$ cat src/include/aux_stage_consts.svh
// Constants for the auxiliary motor staging controller.
// Behaviour
// RQ1 - Stage when frequency, delay and error all exceed
// RQ2 - Unstage newest first when frequency and error low
// RQ3 - Start delay, default five seconds
// RQ4 - Stop delay held continuously before unstaging
// RQ5 - Selectable first relay, default relay one
// RQ6 - Motor count setting, default four, limits staging
// RQ7 - Runtime hours:minutes, cleared on each auto change
// RQ8 - Fixed order cyclic from first, reverse removal
// RQ9 - Aux rotation advances first relay per change
// RQ10 - All-motor rotation: every motor relay switched
// RQ11 - Bypass takes frequency and reference from feedback
// RQ12 - Bypass at maximum stages motor, restarts ramp
// RQ13 - Bypass only with analog frequency source; code also allows it with pulse source
// RQ14 - Aux rotation change needs interval elapsed
// RQ15 - Aux rotation change needs low level, aux off
// RQ16 - All-motor change needs exactly one motor running
// RQ17 - Change stops motor, advances order, resumes staging
// RQ18 - Interval timer runs only while a motor runs
// RQ19 - All-motor change below level starts next motor
// RQ20 - Interlock inputs enable their relays when staging
// RQ21 - Interlock drop stops all, restarts with rest
// RQ22 - Modes 0,1 main plus aux; mode 2 relays only
// RQ23 - Delays in tenths of a second to 999.9; code accepts up to 1638.3
// RQ24 - Simultaneous stop option drops all at once
// RQ25 - Tick-driven counters restart when condition drops
// RQ26 - Synchronous reset clears outputs, restores defaults; code leaves freq_cmd following its source
`ifndef AUX_STAGE_CONSTS_SVH
`define AUX_STAGE_CONSTS_SVH
`define CLK_PERIOD_NS 40
`define TENTH_NS 100000000
`define TICKS_PER_MIN 600
`define MAX_HOURS 99
`define A_CTRL 8'h00
`define A_START01 8'h04
`define A_START23 8'h08
`define A_STOP01 8'h0c
`define A_STOP23 8'h10
`define A_DELAY 8'h14
`define A_DIFF 8'h18
`define A_ROT 8'h1c
`define A_MAXF 8'h20
`define A_STATUS 8'h24
`define C_MODE 0
`define C_BYP 2
`define C_ILK 3
`define C_ALLSTOP 4
`define C_FIRST 5
`define C_COUNT 7
`define C_SRC 10
`define CTRL_RST 16'h0200
`define START_FREQ_RST 16'h1387
`define STOP_FREQ_RST 16'h07d0
`define DELAY_RST 14'h0032
`define DIFF_RST 16'h00c8
`define INTV_H_RST 7'h48
`define LEVEL_RST 16'h07d0
`define MAXF_RST 16'h1770
`endif

$ cat src/include/aux_stage_pkg.sv
// Types shared by the auxiliary motor staging controller.
package aux_stage_pkg;
  typedef enum logic [1:0] {
    fixed_order_mode,
    aux_rotation_mode,
    all_motor_rotation_mode
  } rot_mode_t;
  typedef enum logic [1:0] {
    src_keypad,
    src_volt,
    src_current,
    src_pulse
  } freq_src_t;
endpackage

$ cat src/aux_motor_staging_controller.sv
// Auxiliary pump staging controller with an AHB-Lite register slave.
//
// The register offsets and the AHB-Lite register port were decided locally.
`timescale 1ns/1ps
`include "aux_stage_consts.svh"
module aux_motor_staging_controller
  import aux_stage_pkg::*;
#(
  parameter int TICK_CYCLES = `TENTH_NS / `CLK_PERIOD_NS
) (
  // Clock and resets
  input wire logic hclk,
  input wire logic hresetn,
  input wire logic srst,
  // AHB-Lite slave
  input wire logic hsel,
  input wire logic [31:0] haddr,
  input wire logic [1:0] htrans,
  input wire logic hwrite,
  input wire logic [2:0] hsize,
  input wire logic [31:0] hwdata,
  input wire logic hready,
  output logic hreadyout,
  output logic hresp,
  output logic [31:0] hrdata,
  // Drive process values, 0.01 units
  input wire logic run,
  input wire logic [15:0] out_freq,
  input wire logic [15:0] pid_freq,
  input wire logic [15:0] pid_ref,
  input wire logic [15:0] pid_fb,
  input wire logic [3:0] interlock_in,
  // Motor side
  output logic [3:0] relay_out,
  output logic [15:0] freq_cmd,
  output logic ramp_restart
);
  localparam int TW = $clog2(TICK_CYCLES + 1);

  if (TICK_CYCLES < 1) begin : g_chk
    $error("TICK_CYCLES must be at least one");
  end

  function automatic logic [2:0] pop4(input logic [3:0] v);
    return {2'b00, v[0]} + {2'b00, v[1]} + {2'b00, v[2]} + {2'b00, v[3]};
  endfunction

  logic [15:0] ctrl_ff;
  logic [3:0][15:0] start_thr_ff;
  logic [3:0][15:0] stop_thr_ff;
  logic [13:0] start_dly_ff;
  logic [13:0] stop_dly_ff;
  logic [15:0] start_diff_ff;
  logic [15:0] stop_diff_ff;
  logic [6:0] intv_h_ff;
  logic [5:0] intv_m_ff;
  logic [15:0] level_ff;
  logic [15:0] max_freq_ff;
  logic [TW-1:0] tick_cnt_ff;
  logic tick_ff;
  logic [3:0] relay_ff;
  logic [13:0] start_cnt_ff;
  logic [13:0] stop_cnt_ff;
  logic [1:0] rot_ff;
  logic [9:0] sub_min_ff;
  logic [5:0] rt_min_ff;
  logic [6:0] rt_hr_ff;
  logic [15:0] freq_cmd_ff;
  logic ramp_ff;
  logic [31:0] hrdata_ff;
  logic wr_ff;
  logic [7:0] addr_ff;

  rot_mode_t mode;
  logic bypass_ok, ilk_sel, ilk_bad, below_count, elapsed;
  logic [3:0] allowed;
  logic [1:0] first_eff, nxt_idx, last_idx;
  logic has_next, has_last;
  logic [2:0] n_on;
  logic [15:0] fref;
  logic signed [16:0] err;
  logic start_ok, stop_ok, start_fire, stop_fire, ac_fire;

  assign mode = rot_mode_t'(ctrl_ff[`C_MODE +: 2]);
  // RQ13 any source but keypad
  assign bypass_ok = ctrl_ff[`C_BYP] &&
    (freq_src_t'(ctrl_ff[`C_SRC +: 2]) != src_keypad);
  assign ilk_sel = ctrl_ff[`C_ILK];
  // RQ20 interlock enables
  assign allowed = ilk_sel ? interlock_in : 4'hf;
  assign ilk_bad = |(relay_ff & ~allowed);
  assign n_on = pop4(relay_ff);
  // RQ6 count limit
  assign below_count = n_on < ctrl_ff[`C_COUNT +: 3];
  // RQ5 first relay
  assign first_eff = (mode == fixed_order_mode) ? ctrl_ff[`C_FIRST +: 2] :
    ctrl_ff[`C_FIRST +: 2] + rot_ff;
  // RQ11 feedback as reference
  assign fref = bypass_ok ? pid_fb : out_freq;
  assign err = $signed({1'b0, pid_ref}) - $signed({1'b0, pid_fb});
  assign elapsed = {rt_hr_ff, rt_min_ff} >= {intv_h_ff, intv_m_ff};

  // RQ8 cyclic search order
  always_comb begin
    nxt_idx = first_eff;
    last_idx = first_eff;
    has_next = 1'b0;
    has_last = 1'b0;
    for (int k = 0; k < 4; k++) begin
      if (!has_next && !relay_ff[first_eff + 2'(k)] &&
          allowed[first_eff + 2'(k)]) begin
        nxt_idx = first_eff + 2'(k);
        has_next = 1'b1;
      end
      if (relay_ff[first_eff + 2'(k)]) begin
        last_idx = first_eff + 2'(k);
        has_last = 1'b1;
      end
    end
  end

  // RQ1 start conditions
  // RQ12 bypass stages at maximum
  assign start_ok = run && has_next && below_count && !ilk_bad &&
    (bypass_ok ? (fref >= max_freq_ff) :
     (fref > start_thr_ff[nxt_idx] &&
      err > $signed({1'b0, start_diff_ff})));
  // RQ2 stop conditions
  // RQ22 regulated relay stays in mode 2
  assign stop_ok = run && has_last && !ilk_bad &&
    !(mode == all_motor_rotation_mode && n_on == 3'd1) &&
    fref < stop_thr_ff[last_idx] &&
    err < $signed({1'b0, stop_diff_ff});
  // RQ3 start delay
  assign start_fire = start_ok && start_cnt_ff >= start_dly_ff;
  // RQ4 stop delay
  assign stop_fire = stop_ok && stop_cnt_ff >= stop_dly_ff;
  // RQ14 interval, RQ15 and RQ16 level and motor count
  assign ac_fire = run && elapsed && !ilk_bad && fref < level_ff &&
    ((mode == aux_rotation_mode && n_on == 3'd0) ||
     (mode == all_motor_rotation_mode && n_on == 3'd1));

  // RQ25 tenth-second time base
  always_ff @(posedge hclk or negedge hresetn) begin
    if (!hresetn) begin
      tick_cnt_ff <= '0;
      tick_ff <= 1'b0;
    end else if (srst || tick_cnt_ff == TW'(TICK_CYCLES - 1)) begin
      tick_cnt_ff <= '0;
      tick_ff <= !srst;
    end else begin
      tick_cnt_ff <= tick_cnt_ff + 1'b1;
      tick_ff <= 1'b0;
    end
  end

  // RQ25 delay counters restart on condition loss
  // RQ23 counts of tenth seconds
  always_ff @(posedge hclk or negedge hresetn) begin
    if (!hresetn) begin
      start_cnt_ff <= '0;
      stop_cnt_ff <= '0;
    end else begin
      if (srst || !start_ok || start_fire) begin
        start_cnt_ff <= '0;
      end else if (tick_ff) begin
        start_cnt_ff <= start_cnt_ff + 1'b1;
      end
      if (srst || !stop_ok || stop_fire) begin
        stop_cnt_ff <= '0;
      end else if (tick_ff) begin
        stop_cnt_ff <= stop_cnt_ff + 1'b1;
      end
    end
  end

  // RQ17 change stops, advances, resumes
  always_ff @(posedge hclk or negedge hresetn) begin
    if (!hresetn) begin
      relay_ff <= 4'h0;
    end else if (srst) begin
      relay_ff <= 4'h0;
    end else if (ilk_bad) begin
      // RQ21 all off, restart later
      relay_ff <= 4'h0;
    end else if (!run) begin
      // RQ24 simultaneous or ordered stop
      if (ctrl_ff[`C_ALLSTOP]) begin
        relay_ff <= 4'h0;
      end else if (tick_ff && has_last) begin
        relay_ff[last_idx] <= 1'b0;
      end
    end else if (ac_fire) begin
      // RQ19 stop running motor
      relay_ff <= 4'h0;
    end else if (mode == all_motor_rotation_mode && n_on == 3'd0 &&
                 has_next && below_count) begin
      // RQ10 regulated motor also on a relay
      relay_ff[nxt_idx] <= 1'b1;
    end else if (start_fire) begin
      relay_ff[nxt_idx] <= 1'b1;
    end else if (stop_fire) begin
      relay_ff[last_idx] <= 1'b0;
    end
  end

  // RQ9 rotation advance
  always_ff @(posedge hclk or negedge hresetn) begin
    if (!hresetn) begin
      rot_ff <= 2'h0;
    end else if (srst) begin
      rot_ff <= 2'h0;
    end else if (ac_fire) begin
      rot_ff <= rot_ff + 1'b1;
    end
  end

  // RQ7 runtime since last change
  // RQ18 counts only with a motor on
  always_ff @(posedge hclk or negedge hresetn) begin
    if (!hresetn) begin
      sub_min_ff <= '0;
      rt_min_ff <= '0;
      rt_hr_ff <= '0;
    end else if (srst || ac_fire) begin
      sub_min_ff <= '0;
      rt_min_ff <= '0;
      rt_hr_ff <= '0;
    end else if (tick_ff && n_on != 3'd0 && rt_hr_ff < 7'(`MAX_HOURS)) begin
      if (sub_min_ff == 10'(`TICKS_PER_MIN - 1)) begin
        sub_min_ff <= '0;
        if (rt_min_ff == 6'd59) begin
          rt_min_ff <= '0;
          rt_hr_ff <= rt_hr_ff + 1'b1;
        end else begin
          rt_min_ff <= rt_min_ff + 1'b1;
        end
      end else begin
        sub_min_ff <= sub_min_ff + 1'b1;
      end
    end
  end

  // RQ11 bypass frequency path
  always_ff @(posedge hclk or negedge hresetn) begin
    if (!hresetn) begin
      freq_cmd_ff <= '0;
      ramp_ff <= 1'b0;
    end else begin
      freq_cmd_ff <= bypass_ok ? pid_fb : pid_freq;
      // RQ12 ramp restart after staging
      ramp_ff <= !srst && run && !ilk_bad && !ac_fire && start_fire &&
        bypass_ok && !(mode == all_motor_rotation_mode && n_on == 3'd0);
    end
  end

  // Reads are answered with zero wait states, so hrdata is latched
  // from the address phase and stands in the data phase.
  logic addr_ok;
  logic [31:0] rd_word;
  assign addr_ok = hsel && htrans[1] && hready;

  always_comb begin
    rd_word = 32'h0;
    case (haddr[7:0])
      `A_CTRL: rd_word = {16'h0, ctrl_ff};
      `A_START01: rd_word = {start_thr_ff[1], start_thr_ff[0]};
      `A_START23: rd_word = {start_thr_ff[3], start_thr_ff[2]};
      `A_STOP01: rd_word = {stop_thr_ff[1], stop_thr_ff[0]};
      `A_STOP23: rd_word = {stop_thr_ff[3], stop_thr_ff[2]};
      `A_DELAY: rd_word = {2'b00, stop_dly_ff, 2'b00, start_dly_ff};
      `A_DIFF: rd_word = {stop_diff_ff, start_diff_ff};
      `A_ROT: rd_word = {level_ff, 1'b0, intv_h_ff, 2'b00, intv_m_ff};
      `A_MAXF: rd_word = {16'h0, max_freq_ff};
      `A_STATUS: rd_word = {7'h0, elapsed, 1'b0, rt_hr_ff, 2'b00,
        rt_min_ff, 2'b00, first_eff, relay_ff};
      default: rd_word = 32'h0;
    endcase
  end

  always_ff @(posedge hclk or negedge hresetn) begin
    if (!hresetn) begin
      wr_ff <= 1'b0;
      addr_ff <= 8'h0;
      hrdata_ff <= 32'h0;
    end else begin
      wr_ff <= addr_ok && hwrite && hsize == 3'b010;
      addr_ff <= haddr[7:0];
      if (addr_ok && !hwrite) begin
        hrdata_ff <= rd_word;
      end
    end
  end

  // RQ26 settings return to defaults
  always_ff @(posedge hclk or negedge hresetn) begin
    if (!hresetn) begin
      ctrl_ff <= `CTRL_RST;
      start_thr_ff <= {4{`START_FREQ_RST}};
      stop_thr_ff <= {4{`STOP_FREQ_RST}};
      start_dly_ff <= `DELAY_RST;
      stop_dly_ff <= `DELAY_RST;
      start_diff_ff <= `DIFF_RST;
      stop_diff_ff <= `DIFF_RST;
      intv_h_ff <= `INTV_H_RST;
      intv_m_ff <= 6'h0;
      level_ff <= `LEVEL_RST;
      max_freq_ff <= `MAXF_RST;
    end else if (srst) begin
      ctrl_ff <= `CTRL_RST;
      start_thr_ff <= {4{`START_FREQ_RST}};
      stop_thr_ff <= {4{`STOP_FREQ_RST}};
      start_dly_ff <= `DELAY_RST;
      stop_dly_ff <= `DELAY_RST;
      start_diff_ff <= `DIFF_RST;
      stop_diff_ff <= `DIFF_RST;
      intv_h_ff <= `INTV_H_RST;
      intv_m_ff <= 6'h0;
      level_ff <= `LEVEL_RST;
      max_freq_ff <= `MAXF_RST;
    end else if (wr_ff) begin
      case (addr_ff)
        `A_CTRL: ctrl_ff <= {4'h0, hwdata[11:0]};
        `A_START01: start_thr_ff[1:0] <= hwdata;
        `A_START23: start_thr_ff[3:2] <= hwdata;
        `A_STOP01: stop_thr_ff[1:0] <= hwdata;
        `A_STOP23: stop_thr_ff[3:2] <= hwdata;
        `A_DELAY: begin
          start_dly_ff <= hwdata[13:0];
          stop_dly_ff <= hwdata[29:16];
        end
        `A_DIFF: begin
          start_diff_ff <= hwdata[15:0];
          stop_diff_ff <= hwdata[31:16];
        end
        `A_ROT: begin
          intv_m_ff <= hwdata[5:0];
          intv_h_ff <= hwdata[14:8];
          level_ff <= hwdata[31:16];
        end
        `A_MAXF: max_freq_ff <= hwdata[15:0];
        default: ;
      endcase
    end
  end

  assign hreadyout = 1'b1;
  assign hresp = 1'b0;
  assign hrdata = hrdata_ff;
  assign relay_out = relay_ff;
  assign freq_cmd = freq_cmd_ff;
  assign ramp_restart = ramp_ff;
endmodule

$ cat config.mk
export PLATFORM = sky130hd
export DESIGN_NAME = aux_motor_staging_controller
export DESIGN_NICKNAME = d
export VERILOG_FILES = /design/src/include/aux_stage_pkg.sv /design/src/aux_motor_staging_controller.sv
export VERILOG_INCLUDE_DIRS = /design/src /design/src/include
export SDC_FILE = /design/constraint.sdc
export NUM_CORES = 1
export LEC_CHECK = 0
export ABC_AREA = 1
export BUFFER_PORTS_ARGS = -buffer_cell sky130_fd_sc_hd__buf_2
export CAP_MARGIN = 25
export CORE_ASPECT_RATIO = 2
export CORE_MARGIN = 3
export CORE_UTILIZATION = 35
export DETAILED_ROUTE_END_ITERATION = 10
export MAX_ROUTING_LAYER = met4
export PLACE_DENSITY = 0.56
export SKIP_CTS_REPAIR_TIMING = 1
export SLEW_MARGIN = 5
export SYNTH_ARGS = -nofsm -noshare
export SYNTH_HDL_FRONTEND = slang
export SYNTH_SLANG_ARGS = --single-unit
$ cat constraint.sdc
create_clock -name hclk -period 5.25 [get_ports hclk]
set_input_delay 0.7875 -clock hclk [delete_from_list [all_inputs] [get_ports hclk]]
set_output_delay 0.7875 -clock hclk [all_outputs]
set_load 0.02 [all_outputs]
==> results of run 1 <==
-- cell usage after synthesis, types with 3 or more instances --
| cell type | instances |
|---|---|
| nand2_1 | 631 |
| o21ai_0 | 348 |
| mux2_2 | 13 |
| dfstp_2 | 80 |
| o22ai_1 | 77 |
| nor3_1 | 56 |
| nand3_1 | 109 |
| nor3b_1 | 6 |
| o21a_1 | 7 |
| a21oi_1 | 114 |
| buf_2 | 4 |
| a221oi_1 | 40 |
| nand2_2 | 7 |
| nand4_1 | 25 |
| nand2_4 | 7 |
| o41ai_1 | 8 |
| nor4_1 | 18 |
| a22oi_1 | 11 |
| o221ai_1 | 23 |
| nor2_1 | 164 |
| inv_2 | 4 |
| xnor2_1 | 4 |
| xor2_1 | 32 |
| a31oi_1 | 7 |
| dfrtp_1 | 303 |
| clkinv_1 | 5 |
| a21boi_0 | 6 |
| o2111ai_1 | 8 |
| o31ai_1 | 10 |
| o21ai_1 | 6 |
| or2_2 | 4 |
| o21ai_2 | 5 |
| o211ai_1 | 6 |
| buf_1 | 4 |
| a21o_1 | 3 |
| clkbuf_1 | 88 |
| ha_1 | 161 |
| inv_1 | 401 |
| nor2_2 | 5 |
| a211oi_1 | 7 |
| buf_6 | 3 |
| nand3_2 | 3 |
-- sequential cells by signal (all words and copies together), names as in the netlist, 16 cells and up --
register       cells
start_thr_ff      64
stop_thr_ff       64
hrdata            32
tick_cnt_ff       22
freq_cmd          16
level_ff          16
max_freq_ff       16
start_diff_ff     16
stop_diff_ff      16
-- metal layers --
layer / track usage, % / share of wire (%) / vias up
met5: - / 0 / -
met1: 29.6 / 33 / 10455
met3: 5.70 / 6.4 / 400
met2: 50.4 / 49 / 981
met4: 27.0 / 11 / 0
li1: - / - / 10140
-- stage by stage --
step | total power [mW] | instances | TNS, ps | hold WS [ps]
4_1_cts | 9.06 | 3991 | -2740 | 259
3_3_place_gp | 6.11 | 3919 | -3290 | 454
5_1_grt | 9.81 | 4016 | -7900 | 266
2_1_floorplan | 4.92 | 2859 | 0 | 433
6_report | 9.35 | 4016 | -2790 | 196
3_5_place_dp | 6.14 | 3920 | -4530 | 459
-- cells by family (layout without fill, tap and decap cells) --
family	count (synthesis)	count (layout)
fa+ha+maj	163	163
compound gates	700	700
flops	383	383
other cells	2	9
buf+inv	514	800
xor+xnor	36	36
simple gates	1047	1047
mux	14	14
-- worst max-delay path by stage --
stage | start | to | slack [ps]
2_1_floorplan | interlock_in[1] | start_cnt_ff[7]$_DFFE_PN0P_ | 490
3_3_place_gp | interlock_in[1] | start_cnt_ff[7]$_DFFE_PN0P_ | -250
3_5_place_dp | interlock_in[3] | start_cnt_ff[7]$_DFFE_PN0P_ | -310
4_1_cts | ctrl_ff[5]$_DFFE_PN0P_ | start_cnt_ff[7]$_DFFE_PN0P_ | -240
5_1_grt | rot_ff[0]$_DFFE_PN0N_ | start_cnt_ff[7]$_DFFE_PN0P_ | -510
6_report | rot_ff[0]$_DFFE_PN0N_ | start_cnt_ff[7]$_DFFE_PN0P_ | -230
-- power by group through the flow --
stage | Combinational, mW | Sequential [mW] | Clock [mW]
finish | 3.09 | 3.35 | 2.92
global route | 3.38 | 3.36 | 3.08
CTS | 2.76 | 3.34 | 2.96
detailed placement | 2.75 | 3.39 | 0
global placement | 2.73 | 3.38 | 0
floorplan | 1.59 | 3.34 | 0
-- placed cells by master, fill, tap and decap left out, types with 25 or more instances in the layout --
cell	n
a21oi_1	107
a221oi_1	39
buf_2	170
buf_4	136
clkbuf_16	41
dfrtp_1	302
dfstp_2	80
ha_1	160
inv_1	392
nand2_1	617
nand3_1	100
nand4_1	25
nor2_1	161
nor3_1	54
o21ai_0	345
o22ai_1	77
xor2_1	32
-- cell type report --
type                    count  area [um2]  area share (%)
clock buffers              57        1140            4.19
well taps                 864        1080            3.99
multi-input cells        1962       11400            42.2
repair inverters            1        5.00          0.0185
inverters                 412        1570            5.80
diodes                      7        17.5          0.0646
clock inverters            14         138           0.508
flip-flops and latches    383        9690            35.7
repair buffers            316        2030            7.48
-- worst max-delay path, delay by kind of cell, from the launching register on --
kind                       cells  cell delay [ps]
AOI/OAI and AO/OA              5             1020
DFF                            1              420
adders and majority gates      2              650
and+or+nand+nor               23             2670
buffers and inverters          6              570
==> results.toml, run 1 <==
[power_and_ir_drop]
p_leak_nw = 13.0
p_per_area_nw_per_um2 = 345
pwr-share-clk_pct = 31.2
intPower_mw = 5.95
switching_share_pct = 36.4
p_sw_mw = 3.40
seq_power_share_pct = 35.8
ir_drop_mv = 0.213
p_comb_share_pct = 33.0

[global_routing]
grt_start_max_net_pins = 127
overflow = 0
antenna_found_initial = 6
grt_pass1_wl_um = 147000
grtUsageTotal_pct = 30.1
grt_pass1_vias = 21884

[synth]
synth_compound_area_share_pct = 18.0
synth_cells = 2859
synth_top_area_share_pct = 33.3
synth-xor-area-share_pct = 1.38
syn-cell-area_um2 = 22800
synth_fa_ha_area_share_pct = 9.02
syn_nets = 3166
synth_top_family_by_area = "simple AND/OR/NAND/NOR gates"
yosysSeqAreaShare_pct = 42.5
yosysTopAreaCell = "dfrtp_1"
yosys.area_share.simple_pct = 19.6
synth_edf_count = 0
synthTopCellsByArea = "dfrtp_1 33%, nand2_1 10%, dfstp_2 9.2%, ha_1 8.8%, o21ai_0 7.6%"
ys_seq_elements = 383
ys_warn_count = 0
synthMuxAreaShare_pct = 0.686
postSynthAreaPerCell_um2 = 7.97
synth.distinct_cells = 71
synthArstFlopShare_pct = 100
synth-main-ff-cell = "dfrtp_1"

[flow_run]
cap_violations = 0

[sta]
timing.final.crit_share_pct = 104
rsz0062_at_grt = "yes"
max_freq_mhz = 182
slew_viol_final = 0
fin_ws_ps = -230
setup_viol = 18
period_needed_ps = 5480
worst_pin_slew_ps = 1050
finalHoldViolCount = 0
relSlewSlack_pct = 29.7
finClkSkew_ps = 23.0

[cells_and_area]
fillCellCount = 6627
syn_to_final_growth_pct = 18.9
fin_nets = 3422
drive_gt1_share_pct = 18.3
final_cell_area_um2 = 27100
fin_util_pct = 42.3

[worst_setup_path]
rr_endpoint = "start_cnt_ff[7]$_DFFE_PN0P_"
worst_r2r_path_depth = 36
crit_fanout = 8
max_stage_delay_ps = 420
cp_data_required_time_ps = 5710
crit_type = "flop to flop"
r2r_slack_ps = -230
crit_top_cell = "nand2_4"
cp_data_arrival_time_ps = 5940
start_kind = "flop"
slowest_stage = "dfrtp_1"
rr_startpoint = "rot_ff[0]$_DFFE_PN0N_"
critPathCaptureType = "flop"

[placed_design]
globalplace.congestion = 1.06
dp_hpwl_um = 78400
io_buffers = 171
dpl_cell_area_um2 = 25300
dp_worst_setup_slack_ps = -313

[die]
start_util_pct = 35.6
io_pins = 199
coreArea_um2 = 64100
num_rows = 131
dieWidth_um = 186
die_h_um = 367
dieArea_um2 = 68400

[routing]
drt_iter0_drc = 1979
drc = 0
ant_nets = 0
wl_per_cell_um = 25.4
vias = 21976
first_pass_iters = 8
via_per_inst = 5.47
finalWirelength_um = 102000

[clock_tree]
cts_sinks = 383
cts_tree = "done"
htree_levels = 2
clk_latency_ps = 590
cts.path.max_buffers = 3
root_buffer = "clkbuf_16"
clk_pin_slew_ps = 60
cts_made_buffers = 39

[status]
outcome = "complete, but fails checks"
violations = "negative setup slack"

[hold_path]
hold_class = "input pin to async pin"
Note: power is estimated with default switching activity, not from simulation.
==> inputs of run 2 (changes only) <==
CELL_PAD_IN_SITES_DETAIL_PLACEMENT = 1   (was default)
CELL_PAD_IN_SITES_GLOBAL_PLACEMENT = 1   (was default)
PLACE_DENSITY = 0.69   (was 0.56)
==> run 2 against run 1 <==
Compared with the run above:
- the run still ends with negative setup slack left
- wire length is 13% higher
- final cell count is 1.4% higher
- register-to-register slack worse by 100 ps
- critical path type unchanged
==> results.toml, run 2 (synthesized netlist as in run 1, its figures left out) <==
[sta]
setup_total_negative_slack_ps = -4850
relSlewSlack_pct = 27.1
finClkSkew_ps = 32.8
setup_viol = 18
timing.final.crit_share_pct = 106
rsz0062_at_grt = "yes"
worst_pin_slew_ps = 1080
period_needed_ps = 5580
fin_hold_ws_ps = 290
slew_viol_final = 0
fin_ws_ps = -332
finalHoldViolCount = 0
max_freq_mhz = 179

[clock_tree]
cts_made_buffers = 40
cts_tree = "done"
clk_latency_ps = 580
cts_sinks = 383
root_buffer = "clkbuf_16"
cts.path.max_buffers = 3
clk_pin_slew_ps = 70
htree_levels = 2

[placed_design]
io_buffers = 171
globalplace.congestion = 1.03
dp_hpwl_um = 90700
dpl_cell_area_um2 = 25900
dp_worst_setup_slack_ps = -785

[status]
violations = "negative setup slack"
outcome = "complete, but fails checks"

[routing]
first_pass_iters = 7
via_per_inst = 5.68
dr_wl_met2_um = 57800
finalWirelength_um = 115000
wl_per_cell_um = 28.3
route.met3.wl_um = 5460
top_layer_used = "met4"
drt_iter0_drc = 1500
drt-met1-wl_um = 38700
ant_nets = 0
drc = 0
vias = 23148

[worst_setup_path]
crit_type = "flop to flop"
cp_top_family = "simple AND/OR/NAND/NOR gates"
start_kind = "flop"
slowest_stage = "dfrtp_1"
critPathCaptureType = "flop"
cp_data_arrival_time_ps = 6050
crit_fanout = 6
crit_top_cell = "nand2_4"
max_stage_delay_ps = 420
cp_data_required_time_ps = 5720
critPathBufInv = 10

[power_and_ir_drop]
p_per_area_nw_per_um2 = 361
ir_drop_mv = 0.232
p_leak_nw = 13.4

[cells_and_area]
regArea_um2 = 9680
fillCellCount = 7762
drive_gt1_share_pct = 20.0
final_cell_area_um2 = 27700
multi_input_area_um2 = 11400
layout_common_cells = "615 x nand2_1, 392 x inv_1, 342 x o21ai_0, 303 x dfrtp_1, 185 x buf_4"
final_common_cell = "nand2_1"
syn_to_final_growth_pct = 21.8
fin_nets = 3484

[global_routing]
antenna_found_initial = 2
grt_pass1_vias = 24820
grt_pass1_wl_um = 165000
grt_start_max_net_pins = 106
grtUsageTotal_pct = 33.8
overflow = 0

[die]
coreArea_um2 = 64100
die_h_um = 367
num_rows = 131
io_pins = 199
dieArea_um2 = 68400
start_util_pct = 35.6
dieWidth_um = 186

[flow_run]
cap_violations = 0

[hold_path]
hold_class = "input pin to async pin"
-- run 2: final timing paths --
path / start / endpoint / slack [ps] / cells after the start
setup / recovery: rot_ff[0]$_DFFE_PN0N_ / start_cnt_ff[7]$_DFFE_PN0P_ / -330 / 39
hold / removal: hresetn / start_dly_ff[2]$_DFFE_PN0P_ / 290 / 1
setup reg to reg: rot_ff[0]$_DFFE_PN0N_ / start_cnt_ff[7]$_DFFE_PN0P_ / -330 / 39
hold reg to reg: tick_cnt_ff[0]$_DFF_PN0_ / tick_cnt_ff[0]$_DFF_PN0_ / 470 / 1
max in group asynchronous: hresetn / hrdata[19]$_DFFE_PN0P_ / 3700 / 2
min in group hclk: haddr[1] / addr_ff[1]$_DFF_PN0_ / 330 / 1
-- run 2: report_power, final --
group,switching [mW],internal [mW]
Sequential,0.168,3.18
Combinational,2.21,1.36
Clock,1.31,1.79
-- run 2: layout make-up --
class	count	share of cell area (%)
inverter	412	5.69
tap	864	3.90
antenna	1	0.00902
multi-input combinational	1962	41.3
clock inverter	15	0.875
timing repair inverter	1	0.0180
sequential	383	34.9
timing repair buffer	377	9.30
clock buffer	57	4.05
-- run 2: layer usage --
| layer | vias up | global-route usage, % |
|---|---|---|
| met3 | 414 | 4.10 |
| met5 | - | - |
| met1 | 11610 | 32.6 |
| met4 | 0 | 30.2 |
| met2 | 882 | 58.9 |
| li1 | 10242 | - |
-- run 2: metrics by stage --
step	power, mW	std cells	util (%)
after global placement	6.45	3983	40.4
after detailed placement	6.57	3984	40.4
after floorplan	4.92	2859	-
after global routing	10.4	4072	43.3
final	10.0	4072	43.3
after CTS	9.69	4056	42.5
